### src/inc/spc_regs.vh
`ifndef SPC_REGS_VH
`define SPC_REGS_VH
// ****************************************
// Timing
// ****************************************
`define SPC_CLK_MHZ          100
`define SPC_SAMPLE_TIME_US   1000
`define SPC_SAMPLE_CYCLES    (`SPC_SAMPLE_TIME_US * `SPC_CLK_MHZ)
// ****************************************
// Register byte offsets
// ****************************************
`define SPC_OFS_CTRL     8'h00
`define SPC_OFS_GAIN     8'h04
`define SPC_OFS_BRAKE    8'h08
`define SPC_OFS_WINDOW   8'h0C
`define SPC_OFS_VMAN     8'h10
`define SPC_OFS_VMAX     8'h14
`define SPC_OFS_ESTOP    8'h18
`define SPC_OFS_TRIG     8'h1C
`define SPC_OFS_SLOPE    8'h20
`define SPC_OFS_MINOUT   8'h24
`define SPC_OFS_EMERGENCY_OUTPUT_VALUE     8'h28
`define SPC_OFS_ISOL     8'h2C
`define SPC_OFS_STATUS   8'h30
`define SPC_OFS_POS      8'h34
`define SPC_OFS_OUT      8'h38
// ****************************************
// Control register fields
// ****************************************
`define SPC_CTRL_CUR_IN    0
`define SPC_CTRL_EXT_SPD   1
`define SPC_CTRL_CURVE_LO  2
`define SPC_CTRL_EMERGENCY_OUTPUT_VALUE_EN   4
`define SPC_CTRL_LAG_LO    5
`define SPC_CTRL_PSTAGE    8
`define SPC_CURVE_LIN      2'h0
`define SPC_CURVE_ROOT3    2'h1
`define SPC_CURVE_ROOT5    2'h2
// ****************************************
// Reset values and scaling
// ****************************************
`define SPC_RST_CTRL     9'h044
`define SPC_RST_GAIN     16'h0100
`define SPC_RST_BRAKE    4'hA
`define SPC_RST_WINDOW   16'h0040
`define SPC_RST_VMAN     15'h1000
`define SPC_RST_VMAX     15'h7FFF
`define SPC_RST_ESTOP    16'h0400
`define SPC_RST_TRIG     15'h0100
`define SPC_RST_SLOPE    32'h0100_0100
`define SPC_RST_MINOUT   15'h0000
`define SPC_RST_EMERGENCY_OUTPUT_VALUE     16'h0000
`define SPC_RST_IMIN     12'h1F4
`define SPC_RST_IMAX     12'hA28
`define SPC_CODE_4MA     16'h3333
`define SPC_CODE_BREAK   16'h2666
`define SPC_SPAN_16MA    16'hCCCC
`endif

### src/hdl/spc_top.v
// The implementer's own choices: the register addresses and the AHB-Lite slave port.
`timescale 1ns/1ps
`include "spc_regs.vh"

module spc_top #(
  parameter SAMPLE_CYCLES = `SPC_SAMPLE_CYCLES
) (
  input  wire        ref_clk,        // System clock, 100 MHz
  input  wire        rst,            // Synchronous reset, active high
  input  wire        hsel,           // AHB slave select
  input  wire [31:0] haddr,          // AHB address
  input  wire [1:0]  htrans,         // AHB transfer type
  input  wire        hwrite,         // AHB write
  input  wire [2:0]  hsize,          // AHB size, word only
  input  wire [31:0] hwdata,         // AHB write data
  input  wire        hready,         // AHB bus ready
  output wire        hreadyout,      // Slave ready, always high
  output wire        hresp,          // Slave response, always OKAY
  output reg  [31:0] hrdata,         // AHB read data
  input  wire        enable_pin,     // Enable input pin
  input  wire        start_pin,      // Start input pin
  input  wire        jog_up_pin,     // Manual jog forward pin
  input  wire        jog_down_pin,   // Manual jog backward pin
  input  wire        sol_a_fault_pin,// Solenoid A fault pin
  input  wire        sol_b_fault_pin,// Solenoid B fault pin
  input  wire [15:0] cmd_pos_code,   // ADC code, command position
  input  wire [15:0] feedback_code,  // ADC code, actual position
  input  wire [15:0] cmd_speed_code, // ADC code, command speed
  output reg         ready,          // Ready output
  output reg         in_position,    // In-position status output
  output reg         valve_out_en,   // Valve output stage active
  output reg  [15:0] valve_dac_code, // 4-20 mA output DAC code
  output reg  [15:0] monitor_code,   // Monitor output DAC code
  output reg  [11:0] sol_a_ma,       // Solenoid A current set point, mA
  output reg  [11:0] sol_b_ma        // Solenoid B current set point, mA
);

  // ****************************************
  // Register file and AHB-Lite slave
  // ****************************************
  reg  [8:0]  ctrl_q;
  reg  [15:0] gain_q;
  reg  [3:0]  brake_q;
  reg  [15:0] window_q;
  reg  [14:0] vman_q;
  reg  [14:0] vmax_q;
  reg  [15:0] estop_q;
  reg  [14:0] trig_q;
  reg  [31:0] slope_q;
  reg  [14:0] minout_q;
  reg  [15:0] emergency_output_value_q;
  reg  [11:0] imin_q;
  reg  [11:0] imax_q;
  reg         wr_q;
  reg  [7:0]  waddr_q;
  reg  [31:0] rd_mux;
  reg  [15:0] target_q;
  reg  [15:0] out_q;
  reg  [3:0]  err_q;
  reg  [5:0]  pin_s;

  wire       acc      = hsel & htrans[1] & hready;
  wire [7:0] raddr    = {haddr[7:2], 2'b00};
  wire [15:0] actual;
  wire [15:0] cmd_pos;

  assign hreadyout = 1'b1;
  assign hresp     = 1'b0;

  always @* begin
    case (raddr)
      `SPC_OFS_CTRL:   rd_mux = {23'h00_0000, ctrl_q};
      `SPC_OFS_GAIN:   rd_mux = {16'h0000, gain_q};
      `SPC_OFS_BRAKE:  rd_mux = {28'h000_0000, brake_q};
      `SPC_OFS_WINDOW: rd_mux = {16'h0000, window_q};
      `SPC_OFS_VMAN:   rd_mux = {17'h0_0000, vman_q};
      `SPC_OFS_VMAX:   rd_mux = {17'h0_0000, vmax_q};
      `SPC_OFS_ESTOP:  rd_mux = {16'h0000, estop_q};
      `SPC_OFS_TRIG:   rd_mux = {17'h0_0000, trig_q};
      `SPC_OFS_SLOPE:  rd_mux = slope_q;
      `SPC_OFS_MINOUT: rd_mux = {17'h0_0000, minout_q};
      `SPC_OFS_EMERGENCY_OUTPUT_VALUE:   rd_mux = {16'h0000, emergency_output_value_q};
      `SPC_OFS_ISOL:   rd_mux = {4'h0, imax_q, 4'h0, imin_q};
      `SPC_OFS_STATUS: rd_mux = {20'h0_0000, err_q, pin_s[3:0], in_position, ready,
                                 valve_out_en, 1'b0};
      `SPC_OFS_POS:    rd_mux = {target_q, actual};
      `SPC_OFS_OUT:    rd_mux = {cmd_pos, out_q};
      default:         rd_mux = 32'h0000_0000;
    endcase
  end

  // Read data is sampled in the address phase so it stands for the whole data phase
  always @(posedge ref_clk) begin
    if (rst) begin
      wr_q    <= 1'b0;
      waddr_q <= 8'h00;
      hrdata  <= 32'h0000_0000;
    end else begin
      wr_q    <= acc & hwrite;
      waddr_q <= raddr;
      hrdata  <= (acc & ~hwrite) ? rd_mux : 32'h0000_0000;
    end
  end

  always @(posedge ref_clk) begin
    if (rst) begin
      ctrl_q   <= `SPC_RST_CTRL;
      gain_q   <= `SPC_RST_GAIN;
      brake_q  <= `SPC_RST_BRAKE;
      window_q <= `SPC_RST_WINDOW;
      vman_q   <= `SPC_RST_VMAN;
      vmax_q   <= `SPC_RST_VMAX;
      estop_q  <= `SPC_RST_ESTOP;
      trig_q   <= `SPC_RST_TRIG;
      slope_q  <= `SPC_RST_SLOPE;
      minout_q <= `SPC_RST_MINOUT;
      emergency_output_value_q   <= `SPC_RST_EMERGENCY_OUTPUT_VALUE;
      imin_q   <= `SPC_RST_IMIN;
      imax_q   <= `SPC_RST_IMAX;
    end else if (wr_q) begin
      case (waddr_q)
        `SPC_OFS_CTRL:   ctrl_q   <= hwdata[8:0];
        `SPC_OFS_GAIN:   gain_q   <= hwdata[15:0];
        `SPC_OFS_BRAKE:  brake_q  <= hwdata[3:0];
        `SPC_OFS_WINDOW: window_q <= hwdata[15:0];
        `SPC_OFS_VMAN:   vman_q   <= hwdata[14:0];
        `SPC_OFS_VMAX:   vmax_q   <= hwdata[14:0];
        `SPC_OFS_ESTOP:  estop_q  <= hwdata[15:0];
        `SPC_OFS_TRIG:   trig_q   <= hwdata[14:0];
        `SPC_OFS_SLOPE:  slope_q  <= hwdata;
        `SPC_OFS_MINOUT: minout_q <= hwdata[14:0];
        `SPC_OFS_EMERGENCY_OUTPUT_VALUE:   emergency_output_value_q   <= hwdata[15:0];
        `SPC_OFS_ISOL: begin
          imin_q <= hwdata[11:0];
          imax_q <= hwdata[27:16];
        end
        default: ;
      endcase
    end
  end

  // ****************************************
  // Pin synchronisers
  // ****************************************
  reg  [5:0] pin_m1;
  reg  [5:0] pin_m2;
  reg  [5:0] pin_m3;
  wire [5:0] pin_raw = {sol_b_fault_pin, sol_a_fault_pin, jog_down_pin, jog_up_pin,
                        start_pin, enable_pin};

  // A rise is accepted only once the second and third stages agree; any disagreement between them clears the bit at once
  always @(posedge ref_clk) begin
    if (rst) begin
      pin_m1 <= 6'h00;
      pin_m2 <= 6'h00;
      pin_m3 <= 6'h00;
      pin_s  <= 6'h00;
    end else begin
      pin_m1 <= pin_raw;
      pin_m2 <= pin_m1;
      pin_m3 <= pin_m2;
      pin_s  <= (pin_s & ~(pin_m2 ^ pin_m3)) | (pin_m3 & ~(pin_m2 ^ pin_m3));
    end
  end

  wire en_s     = pin_s[0];
  wire start_s  = pin_s[1];
  wire jog_up   = pin_s[2];
  wire jog_dn   = pin_s[3];
  wire jog_one  = (jog_up ^ jog_dn) & ~start_s;

  // ****************************************
  // Input scaling and cable break
  // ****************************************
  wire        cur_in = ctrl_q[`SPC_CTRL_CUR_IN];

  function [15:0] spc_scale;
    input [15:0] code;
    input        cur;
    reg   [15:0] d;
    reg   [16:0] s;
    begin
      d = (code > `SPC_CODE_4MA) ? code - `SPC_CODE_4MA : 16'h0000;
      s = {1'b0, d} + {3'b000, d[15:2]};
      spc_scale = cur ? (s[16] ? 16'hFFFF : s[15:0]) : code;
    end
  endfunction

  assign actual  = spc_scale(feedback_code, cur_in);
  assign cmd_pos = spc_scale(cmd_pos_code, cur_in);
  wire [15:0] cmd_speed = spc_scale(cmd_speed_code, cur_in);

  // Break is only visible on live-zero inputs; a 0 V input cannot be told from a cut wire
  wire fb_break  = cur_in & (feedback_code < `SPC_CODE_BREAK);
  wire cmd_break = cur_in & (cmd_pos_code < `SPC_CODE_BREAK);
  wire pstage    = ctrl_q[`SPC_CTRL_PSTAGE];

  // ****************************************
  // Error latches
  // ****************************************
  reg  en_d1_q;
  wire en_rise = en_s & ~en_d1_q;
  wire [3:0] err_set = {pstage & en_s & pin_s[5], pstage & en_s & pin_s[4],
                        cmd_break, fb_break};
  wire sensor_err = err_q[0] | err_q[1];

  // A fault present in the clearing cycle stays latched
  always @(posedge ref_clk) begin
    if (rst) begin
      en_d1_q <= 1'b0;
      err_q   <= 4'h0;
    end else begin
      en_d1_q <= en_s;
      err_q   <= (en_rise ? 4'h0 : err_q) | err_set;
    end
  end

  // ****************************************
  // Sample period tick
  // ****************************************
  reg  [31:0] tick_cnt_q;
  wire        tick = (tick_cnt_q == SAMPLE_CYCLES - 1);

  always @(posedge ref_clk) begin
    if (rst)
      tick_cnt_q <= 32'h0000_0000;
    else
      tick_cnt_q <= tick ? 32'h0000_0000 : tick_cnt_q + 32'h0000_0001;
  end

  // ****************************************
  // Control law
  // ****************************************
  wire [16:0] err_s  = {1'b0, target_q} - {1'b0, actual};
  wire        e_neg  = err_s[16];
  wire [16:0] e_abs  = e_neg ? (17'h0_0000 - err_s) : err_s;
  wire [16:0] dist_b = 17'h0_0001 << brake_q;
  wire [1:0]  curve  = ctrl_q[`SPC_CTRL_CURVE_LO+1:`SPC_CTRL_CURVE_LO];
  wire [6:0]  boost  = (curve == `SPC_CURVE_ROOT3) ? 7'h20 :
                       (curve == `SPC_CURVE_ROOT5) ? 7'h40 : 7'h00;
  wire [16:0] remain = (e_abs < dist_b) ? dist_b - e_abs : 17'h0_0000;
  wire [23:0] bst_p  = boost * remain;
  wire [23:0] bst_x  = bst_p >> brake_q;
  // Gain in 1/16 steps: 16 far out, up to 16 times the curve factor at the target
  wire [7:0]  g_q    = 8'h10 + bst_x[7:0];
  wire [31:0] p1     = e_abs[15:0] * gain_q;
  wire [31:0] p2     = p1[31:8] * g_q;
  wire [27:0] m_ctl  = p2[31:4];
  wire [14:0] vlim   = ctrl_q[`SPC_CTRL_EXT_SPD] ? cmd_speed[15:1] : vmax_q;
  wire [14:0] m_req  = jog_one ? vman_q :
                       (m_ctl > {13'h0000, vlim} ? vlim : m_ctl[14:0]);
  wire [14:0] m_lim  = (m_req > vlim) ? vlim : m_req;
  wire        u_neg  = jog_one ? jog_dn : e_neg;

  // Two slopes split at the trigger point; the upper one starts from minout_q, not where the lower ends
  wire [30:0] seg1   = m_lim * slope_q[15:0];
  wire [14:0] over   = m_lim - trig_q;
  wire [30:0] seg2   = over * slope_q[31:16];
  wire [23:0] y_lo   = {1'b0, seg1[30:8]};
  wire [23:0] y_hi   = {9'h000, minout_q} + {1'b0, seg2[30:8]};
  wire [23:0] y_raw  = (m_lim < trig_q) ? y_lo : y_hi;
  wire [14:0] y_mag  = (y_raw > 24'h00_7FFF) ? 15'h7FFF : y_raw[14:0];
  wire [15:0] y_sgn  = u_neg ? (16'h0000 - {1'b0, y_mag}) : {1'b0, y_mag};
  wire        hold   = (jog_up & jog_dn & ~start_s) |
                       (~start_s & ~jog_one & (e_abs[15:0] <= window_q));

  // ****************************************
  // Target handling and filter state
  // ****************************************
  reg  [23:0] lag_q;
  reg         start_d_q;
  reg         jog_d_q;
  reg         en_d_q;
  wire [2:0]  lag_sh = ctrl_q[`SPC_CTRL_LAG_LO+2:`SPC_CTRL_LAG_LO];
  wire [23:0] lag_in = hold ? 24'h00_0000 : {y_sgn, 8'h00};
  wire [23:0] lag_df = lag_in - lag_q;
  wire [23:0] lag_st = $signed(lag_df) >>> lag_sh;
  wire [16:0] stop_up = {1'b0, actual} + {1'b0, estop_q};
  wire [16:0] stop_dn = {1'b0, actual} - {1'b0, estop_q};
  wire [15:0] stop_tg = (e_abs <= {1'b0, estop_q}) ? target_q :
                        e_neg ? (stop_dn[16] ? 16'h0000 : stop_dn[15:0]) :
                        (stop_up[16] ? 16'hFFFF : stop_up[15:0]);

  always @(posedge ref_clk) begin
    if (rst) begin
      target_q  <= 16'h0000;
      lag_q     <= 24'h00_0000;
      start_d_q <= 1'b0;
      jog_d_q   <= 1'b0;
      en_d_q    <= 1'b0;
    end else if (tick) begin
      start_d_q <= start_s;
      jog_d_q   <= jog_one;
      en_d_q    <= en_s;
      if (!en_s || !en_d_q) begin
        target_q <= actual;
        lag_q    <= 24'h00_0000;
      end else begin
        if (start_s)
          target_q <= cmd_pos;
        else if (start_d_q)
          target_q <= stop_tg;
        else if (jog_one || jog_d_q)
          target_q <= actual;
        lag_q <= lag_q + lag_st;
      end
    end
  end

  // ****************************************
  // Outputs
  // ****************************************
  wire        emergency_output_value_on = ctrl_q[`SPC_CTRL_EMERGENCY_OUTPUT_VALUE_EN] & (sensor_err | ~en_s);
  wire        run     = en_s & ~sensor_err;
  wire [15:0] out_d   = emergency_output_value_on ? emergency_output_value_q : (run ? lag_q[23:8] : 16'h0000);
  wire [15:0] out_off = {~out_d[15], out_d[14:0]};
  wire [31:0] dac_p   = out_off * `SPC_SPAN_16MA;
  wire [15:0] dac_d   = `SPC_CODE_4MA + dac_p[31:16];
  wire [15:0] o_abs   = out_d[15] ? (16'h0000 - out_d) : out_d;
  wire [11:0] i_span  = (imax_q > imin_q) ? imax_q - imin_q : 12'h000;
  wire [27:0] i_p     = o_abs * i_span;
  wire [11:0] i_d     = imin_q + i_p[26:15];
  wire        drive   = (run | emergency_output_value_on) & ~pstage;
  wire        sdrive  = (run | emergency_output_value_on) & pstage & (o_abs != 16'h0000);

  always @(posedge ref_clk) begin
    if (rst) begin
      out_q          <= 16'h0000;
      ready          <= 1'b0;
      in_position    <= 1'b0;
      valve_out_en   <= 1'b0;
      valve_dac_code <= 16'h0000;
      monitor_code   <= 16'h0000;
      sol_a_ma       <= 12'h000;
      sol_b_ma       <= 12'h000;
    end else begin
      ready       <= run;
      in_position <= start_s & en_s & (e_abs[15:0] <= window_q) & ~e_abs[16];
      if (tick) begin
        out_q          <= out_d;
        valve_out_en   <= run | emergency_output_value_on;
        valve_dac_code <= drive ? dac_d : 16'h0000;
        monitor_code   <= dac_d;
        sol_a_ma       <= (sdrive & ~out_d[15]) ? i_d : 12'h000;
        sol_b_ma       <= (sdrive & out_d[15]) ? i_d : 12'h000;
      end
    end
  end

endmodule // spc_top

### config.mk
export PLATFORM = sky130hd
export DESIGN_NAME = spc_top
export DESIGN_NICKNAME = d
export VERILOG_FILES = /design/src/hdl/spc_top.v
export VERILOG_INCLUDE_DIRS = /design/src /design/src/inc
export SDC_FILE = /design/constraint.sdc
export NUM_CORES = 2
export LEC_CHECK = 0
export ABC_CLOCK_PERIOD_IN_PS = 160900
export BUFFER_PORTS_ARGS = -buffer_cell sky130_fd_sc_hd__clkbuf_2
export CAP_MARGIN = 20
export CORE_UTILIZATION = 70
export CTS_CLUSTER_SIZE = 14
export DETAILED_ROUTE_END_ITERATION = 12
export HOLD_SLACK_MARGIN = 0.08
export PLACE_DENSITY = 0.95
export SLEW_MARGIN = 5
export SYNTH_ARGS = -nofsm -noshare
export SYNTH_HDL_FRONTEND = slang
export SYNTH_SLANG_ARGS = --single-unit
### constraint.sdc
create_clock -name ref_clk -period 160.9 [get_ports ref_clk]
set_input_delay 40.225 -clock ref_clk [delete_from_list [all_inputs] [get_ports ref_clk]]
set_output_delay 40.225 -clock ref_clk [all_outputs]
set_load 0.01 [all_outputs]
---- After elaboration in Yosys (flattened, before gate mapping) ----
Cells that the tools add are included.
storage, ports and cells
  register bits ........................... 413
  bits in writable memories ............... 0
  ROM bits ................................ 0
  bits in latches ......................... 0
  logic and storage cells ................. 220
  memories ................................ 0
cells by class
  bitwise logic cells ..................... 46
  equality and inequality tests ........... 29
  mux-type cells .......................... 40
  divide/modulo/power cells ............... 0
  add/sub/neg operators ................... 22
  $lt $le $gt $ge ......................... 13
  multipliers ............................. 7
  reduce and logical (&&, ||, !) cells .... 23
  shift-type cells ........................ 3
operator list
  kind                                                                             number
  32-bit case mux with 15 select lines                                             1
  16-bit two-way mux                                                               22
  15-bit two-way mux                                                               5
  24-bit two-way mux                                                               3
  15-bit by 16-bit multiplier with 31-bit output                                   2
  16-bit by 14-bit adder with 17-bit output                                        3
  16-bit by 14-bit > comparator with 1-bit output (second input constant)          3
  16-bit by 14-bit subtractor with 16-bit output (second input constant)           3
  6-bit by 4-bit == test with 1-bit output (second input constant)                 7
  12-bit two-way mux                                                               3
  17-bit two-way mux                                                               2
  16-bit by 16-bit subtractor with 17-bit output                                   2
  32-bit by 1-bit adder with 32-bit output (second input constant)                 1
  32-bit by 17-bit == test with 1-bit output (second input constant)               1
  8-bit by 5-bit == test with 1-bit output (second input constant)                 4
  8-bit by 6-bit == test with 1-bit output (second input constant)                 4
  16-bit by 14-bit less-than comparator with 1-bit output (second input constant)  2
  16-bit by 16-bit multiplier with 32-bit output                                   1
  24-bit by 8-bit multiplier with 32-bit output                                    1
  16-bit by 14-bit multiplier with 30-bit output (second input constant)           1
  28-bit by 15-bit > comparator with 1-bit output                                  1
  16-bit by 12-bit multiplier with 27-bit output                                   1
  1-bit bitwise AND                                                                25
  15-bit by 23-bit adder with 24-bit output                                        1
  50 further kinds                                                                 84

---- Longest topological paths before layout ----
  word-level depth ........................ 32
  mapped depth ............................ 216
  gate-level depth less buffers ........... 208

---- Worst setup path after synthesis ----
Ideal clock, no wire load.
  path type ............................... input -> register
  from .................................... in feedback_code[0]
  to ...................................... reg lag_q[22]
  stages .................................. 200
  data required time ...................... 160.763 ns
  setup slack ............................. 81.818 ns
  arrival ................................. 78.946 ns
  setup time .............................. 0.137 ns
  buffers on the path ..................... 13
  path through ............................ ha_1 -> nor3_1 -> or2_2 -> nand2_1 -> and3_1 -> a211oi_1 -> o21a_1 -> clkbuf_1 -> nor2_1 -> ha_1 -> inv_1 -> fa_1 -> inv_1 -> a21oi_1 -> o21ai_0 -> and2_1 -> o21ai_0 -> nand2_1 -> [164 not listed] -> a21o_1 -> a21oi_1 -> xnor2_1 -> nand2b_1 -> nor4_1 -> mux2_4 -> nor3_1 -> a311oi_2 -> ha_1 -> a21boi_0 -> o21ai_0 -> a21oi_1 -> o21ai_0 -> nand2b_1 -> a21o_1 -> a21oi_1 -> xor2_1 -> o22ai_1
on the way
  cells in the longest elaborated chain, start to end .. 32
ends and longest elaborated chain
  element                                                                                                                      line           RTL
  from (decl)                                                                                                                  spc_top.v:27   input wire [15:0] feedback_code,
  16-bit by 14-bit subtractor with 16-bit output (no line) or 16-bit by 14-bit > comparator with 1-bit output (tied branches)  --
  16-bit two-way mux                                                                                                           spc_top.v:183  d = (code > `SPC_CODE_4MA) ? code - `SPC_CODE_4MA : 16'h0000;
  16-bit by 14-bit adder with 17-bit output                                                                                    spc_top.v:184  s = {1'b0, d} + {3'b000, d[15:2]};
  16-bit two-way mux                                                                                                           spc_top.v:185  spc_scale = cur ? (s[16] ? 16'hFFFF : s[15:0]) : code;
  16-bit two-way mux (*)                                                                                                       spc_top.v:185
  16-bit by 16-bit subtractor with 17-bit output (*)                                                                           spc_top.v:234  wire [16:0] err_s = {1'b0, target_q} - {1'b0, actual};
  1-bit by 17-bit subtractor with 17-bit output                                                                                spc_top.v:236  wire [16:0] e_abs = e_neg ? (17'h0_0000 - err_s) : err_s;
  17-bit two-way mux                                                                                                           spc_top.v:236
  [16 not listed]                                                                                                              --
  15-bit two-way mux                                                                                                           spc_top.v:262  wire [14:0] y_mag = (y_raw > 24'h00_7FFF) ? 15'h7FFF : y_raw[14:0];
  1-bit by 15-bit subtractor with 16-bit output                                                                                spc_top.v:263  wire [15:0] y_sgn = u_neg ? (16'h0000 - {1'b0, y_mag}) : {1'b0, y_mag};
  16-bit two-way mux                                                                                                           spc_top.v:263
  24-bit two-way mux (*)                                                                                                       spc_top.v:275  wire [23:0] lag_in = hold ? 24'h00_0000 : {y_sgn, 8'h00};
  24-bit subtractor (*)                                                                                                        spc_top.v:276  wire [23:0] lag_df = lag_in - lag_q;
  24-bit by 3-bit >>> shifter with 24-bit output (*)                                                                           spc_top.v:277  wire [23:0] lag_st = $signed(lag_df) >>> lag_sh;
  24-bit adder (*)                                                                                                             spc_top.v:305  lag_q <= lag_q + lag_st;
  24-bit two-way mux (*)                                                                                                       spc_top.v:295  if (!en_s || !en_d_q) begin
  to (signal assigned)                                                                                                         spc_top.v:305
  to (decl)                                                                                                                    spc_top.v:270  reg [23:0] lag_q;
Every way passes the cells marked *; elsewhere a longest branch is shown, timed or not.
A chain may end at the register's enable or synchronous reset.

---- Final worst setup path ----
  from .................................... in feedback_code[1]
  to ...................................... reg lag_q[22]
The elaborated chain is that of the path after synthesis.

==> results.txt <==
In the layout the commonest cells are inv_1, nand2_1, fa_1, ha_1, nor2_1. The total power draw is 1.14 mW. TritonCTS built the clock tree. Subtracting the final worst setup slack from the clock period gives about 86 ns. The vertical die dimension is ~330 microns. The worst setup path is captured at a register. The post-synthesis average cell area is 8.10 sq um.

In the final layout, the share of cells above drive strength 1 is 6.41%. The synthesized netlist occupies a cell area of between 0.07 and 0.08 sq mm. The run finished with clean final reports. The number of H-tree levels came out at 2. The routed design has around 240,000 microns of wire. The clock slew at the register clock pins of the worst setup and hold paths came out at 0.06 ns.

The largest fanout on the critical path is 42. The initial core utilization came out at 70.6%. The maximum operating frequency came out at roughly 12 MHz. The total half-perimeter wirelength after legalization and detailed placement is roughly 190,000 microns.

Clock latency on the worst-skew pair, taken at its later pin, is 0.64 ns. Entering global routing, the biggest net connects 219 pins. The synthesized design contains 411 register bits.

The number of vias per cell is 6.58. The area share of the largest cell type after synthesis is 24.6%. The worst-case clock buffer depth is 3. The net total in the final layout is 10.9k.

In this run the worst hold path is classified as reg2reg. The number of post-CTS setup repair buffers came out at 0. The worst setup path is of the in2reg kind. Sequential cells were found to cover 11.2% of the synthesized design area. In this design, the critical path's most frequently occurring cell is a21oi_1. The die span in x is between 300 and 400 microns.

The die area came out at 0.106 sq mm. In this run the remaining antenna-violating nets after routing total 0. The post-detailed-route DRC marker count came out at 0. The worst-case headroom to the max-slew limit came out at ~15%. Setup repair after global routing left no endpoint under its margin.

On the final layout, the worst clock skew is around 0.036 ns. The wire length of the first global-routing pass came out at around 370,000 microns. Yosys printed 0 warnings. Dividing the detail-routed wire length by the instance count gives 23.0 microns. The library cell used most frequently in the layout, excluding fill and tap cells, is inv_1. The number of iterations in the first detailed-routing pass is 12. The number of gates resized after CTS is 0. The async set-reset flop share out of synthesis is 0%. The highest cell delay on the worst timing path is 0.78 ns. At the pin with the least slew margin, the transition time is 1.27 ns.

The total grt overflow came out at 0. The ratio of total power to cell area came out at 14.8 mW/mm^2. The I/O pin count came out at 221.

Setup violations remaining at the end of the flow were counted as 0. During placement, the flow inserted port buffers numbering approximately 190. The initial detailed-routing violation count is roughly 8.5k. The cell sitting at the root of the clock tree is a clkbuf_16. The total core area came out at 0.104 sq mm. In the finished design, the share of the clock period the worst path needs comes to 53.6%. The count of mapped cells out of synthesis came out at 9,040.

For the final routed database, the setup TNS stands at 0 ns. The site row count came out at 118. The largest voltage drop on the vdd net is 0.0398 mV. From synthesis to final layout, the design area changed by 5.21%.

The number of antenna violations at the first check in global routing is 21. In the synthesized netlist the dominant register cell turns out to be dfxtp_1. STA classifies the critical path startpoint as an input pin.

The overall routing resource usage came out at 44.7%. The reported max-cap violation count came out at 0. Clock tree synthesis inserted a total of 43 buffers.

The leakage power is 37.9 nW. The post-cts hold buffer count is 0. The number of distinct library cell variants in the gate-level netlist after synthesis is approximately 110.

On the critical path, the stage with the largest delay is an instance of mux2i_4. The final-report max-slew violation count is 0. The cell type with the largest total area after synthesis is fa_1. By area the synthesized netlist is led by fa_1, ha_1, dfxtp_1. Data on the critical path is required at its endpoint by 161.37 ns. The via count of the first global-routing pass came to 70.0k. The final count of hold timing violations is 0. The detailed router placed ~69k vias in this run. The arrival time reported for the critical path endpoint is 86.72 ns. The total number of clock tree sinks is 411.

The number of enable flip-flop cells after synthesis is 0. The weighted congestion at the end of routability-driven global placement is 1.07.
flip-flops by register name, indices dropped and copies added, names as in the netlist, 16 cells and up:
register and flops:
hrdata 32, slope_q 32, tick_cnt_q 32, lag_q 24, emergency_output_value_q 16, estop_q 16, gain_q 16, monitor_code 16
out_q 16, target_q 16, valve_dac_code 16, window_q 16
cell families (layout without fill, tap and decap cells):
group / after synthesis / after routing / share of synthesized area (%)
xor+xnor: 356 / 356 / 4.26
other cells: 2 / 30 / 0.0103
compound gates: 1577 / 1577 / 14.3
simple gates: 3043 / 3043 / 19.6
fa+ha+maj: 1764 / 1764 / 39.4
mux: 161 / 161 / 2.36
buf+inv: 1726 / 1715 / 8.89
flops: 411 / 411 / 11.2
worst paths after layout:
path | from | to | slack (ns) | cells past startpoint
worst min-delay path | pin_m1[5]$_SDFF_PP0_ | pin_m2[5]$_SDFF_PP0_ | 0.45 | 1
worst max register to register | ctrl_q[0]$_SDFFE_PP0P_ | lag_q[22]$_SDFFE_PP0P_ | 118.37 | 174
worst max-delay path | feedback_code[1] | lag_q[22]$_SDFFE_PP0P_ | 74.65 | 201
worst min register to register | pin_m1[5]$_SDFF_PP0_ | pin_m2[5]$_SDFF_PP0_ | 0.45 | 1
Yosys cell counts, drive strengths merged (46+ instances only):
master  number
nor3       117
nor2b      128
or2         62
ha         863
dfxtp      411
fa         901
a22oi       54
nand2     1163
nand4       46
a21o       132
a21oi      536
mux2i      115
clkbuf     378
a211oi      57
nand2b      88
nor2       707
o21a        51
and2       363
xor2       133
o21bai      57
and3        94
nand3      114
inv       1320
xnor2      223
o21ai      247
o22ai       47
critical path: cells and delay by family:
family                   cells  cell delay [ns]
adder cells (fa/ha/maj)     32            11.89
AND/OR/NAND/NOR             50             9.41
multiplexers                 6             2.39
buffers and inverters       22             4.14
AO/OA/AOI/OAI               84            17.05
XOR/XNOR                     7             1.53
layer usage:
layer	routed length (microns)	vias to the layer above	global-route usage, %	share of wire (%)
met3	31100	1581	13.5	13
met2	105000	5046	70.2	44
met1	80700	32500	51.1	34
met5	118	-	0	0.049
met4	23000	14	34.8	9.6
li1	-	29500	-	-
per-stage QoR:
stage / utilization, % / instance area (sq um) / hold slack [ns] / setup WS [ns] / cells
finish: 74.3 / 77000 / 0.447 / 74.65 / 10400
global route: 74.3 / 77000 / 0.464 / 71.95 / 10400
CTS: 74.2 / 76900 / 0.447 / 75.60 / 10400
detailed placement: 72.7 / 75400 / 0.431 / 75.45 / 10300
global placement: 72.7 / 75400 / 0.422 / 76.69 / 10300
floorplan: - / 73200 / 0.414 / 81.82 / 9049
power by group:
group	internal, mW	switching (mW)
clock network	0.0612	0.0477
registers	0.102	0.000420
logic	0.352	0.579
final cells by class:
| cell class | count | area [sq um] |
|---|---|---|
| multi-input combinational | 6912 | 58600 |
| fill | 6949 | 26600 |
| sequential | 411 | 8230 |
| inverter | 1322 | 4960 |
| timing repair buffer | 317 | 1960 |
| tap | 1380 | 1730 |
| clock buffer | 55 | 1160 |
| clock inverter | 21 | 298 |
| antenna | 19 | 47.5 |
Power figures use the tool's default switching activity.
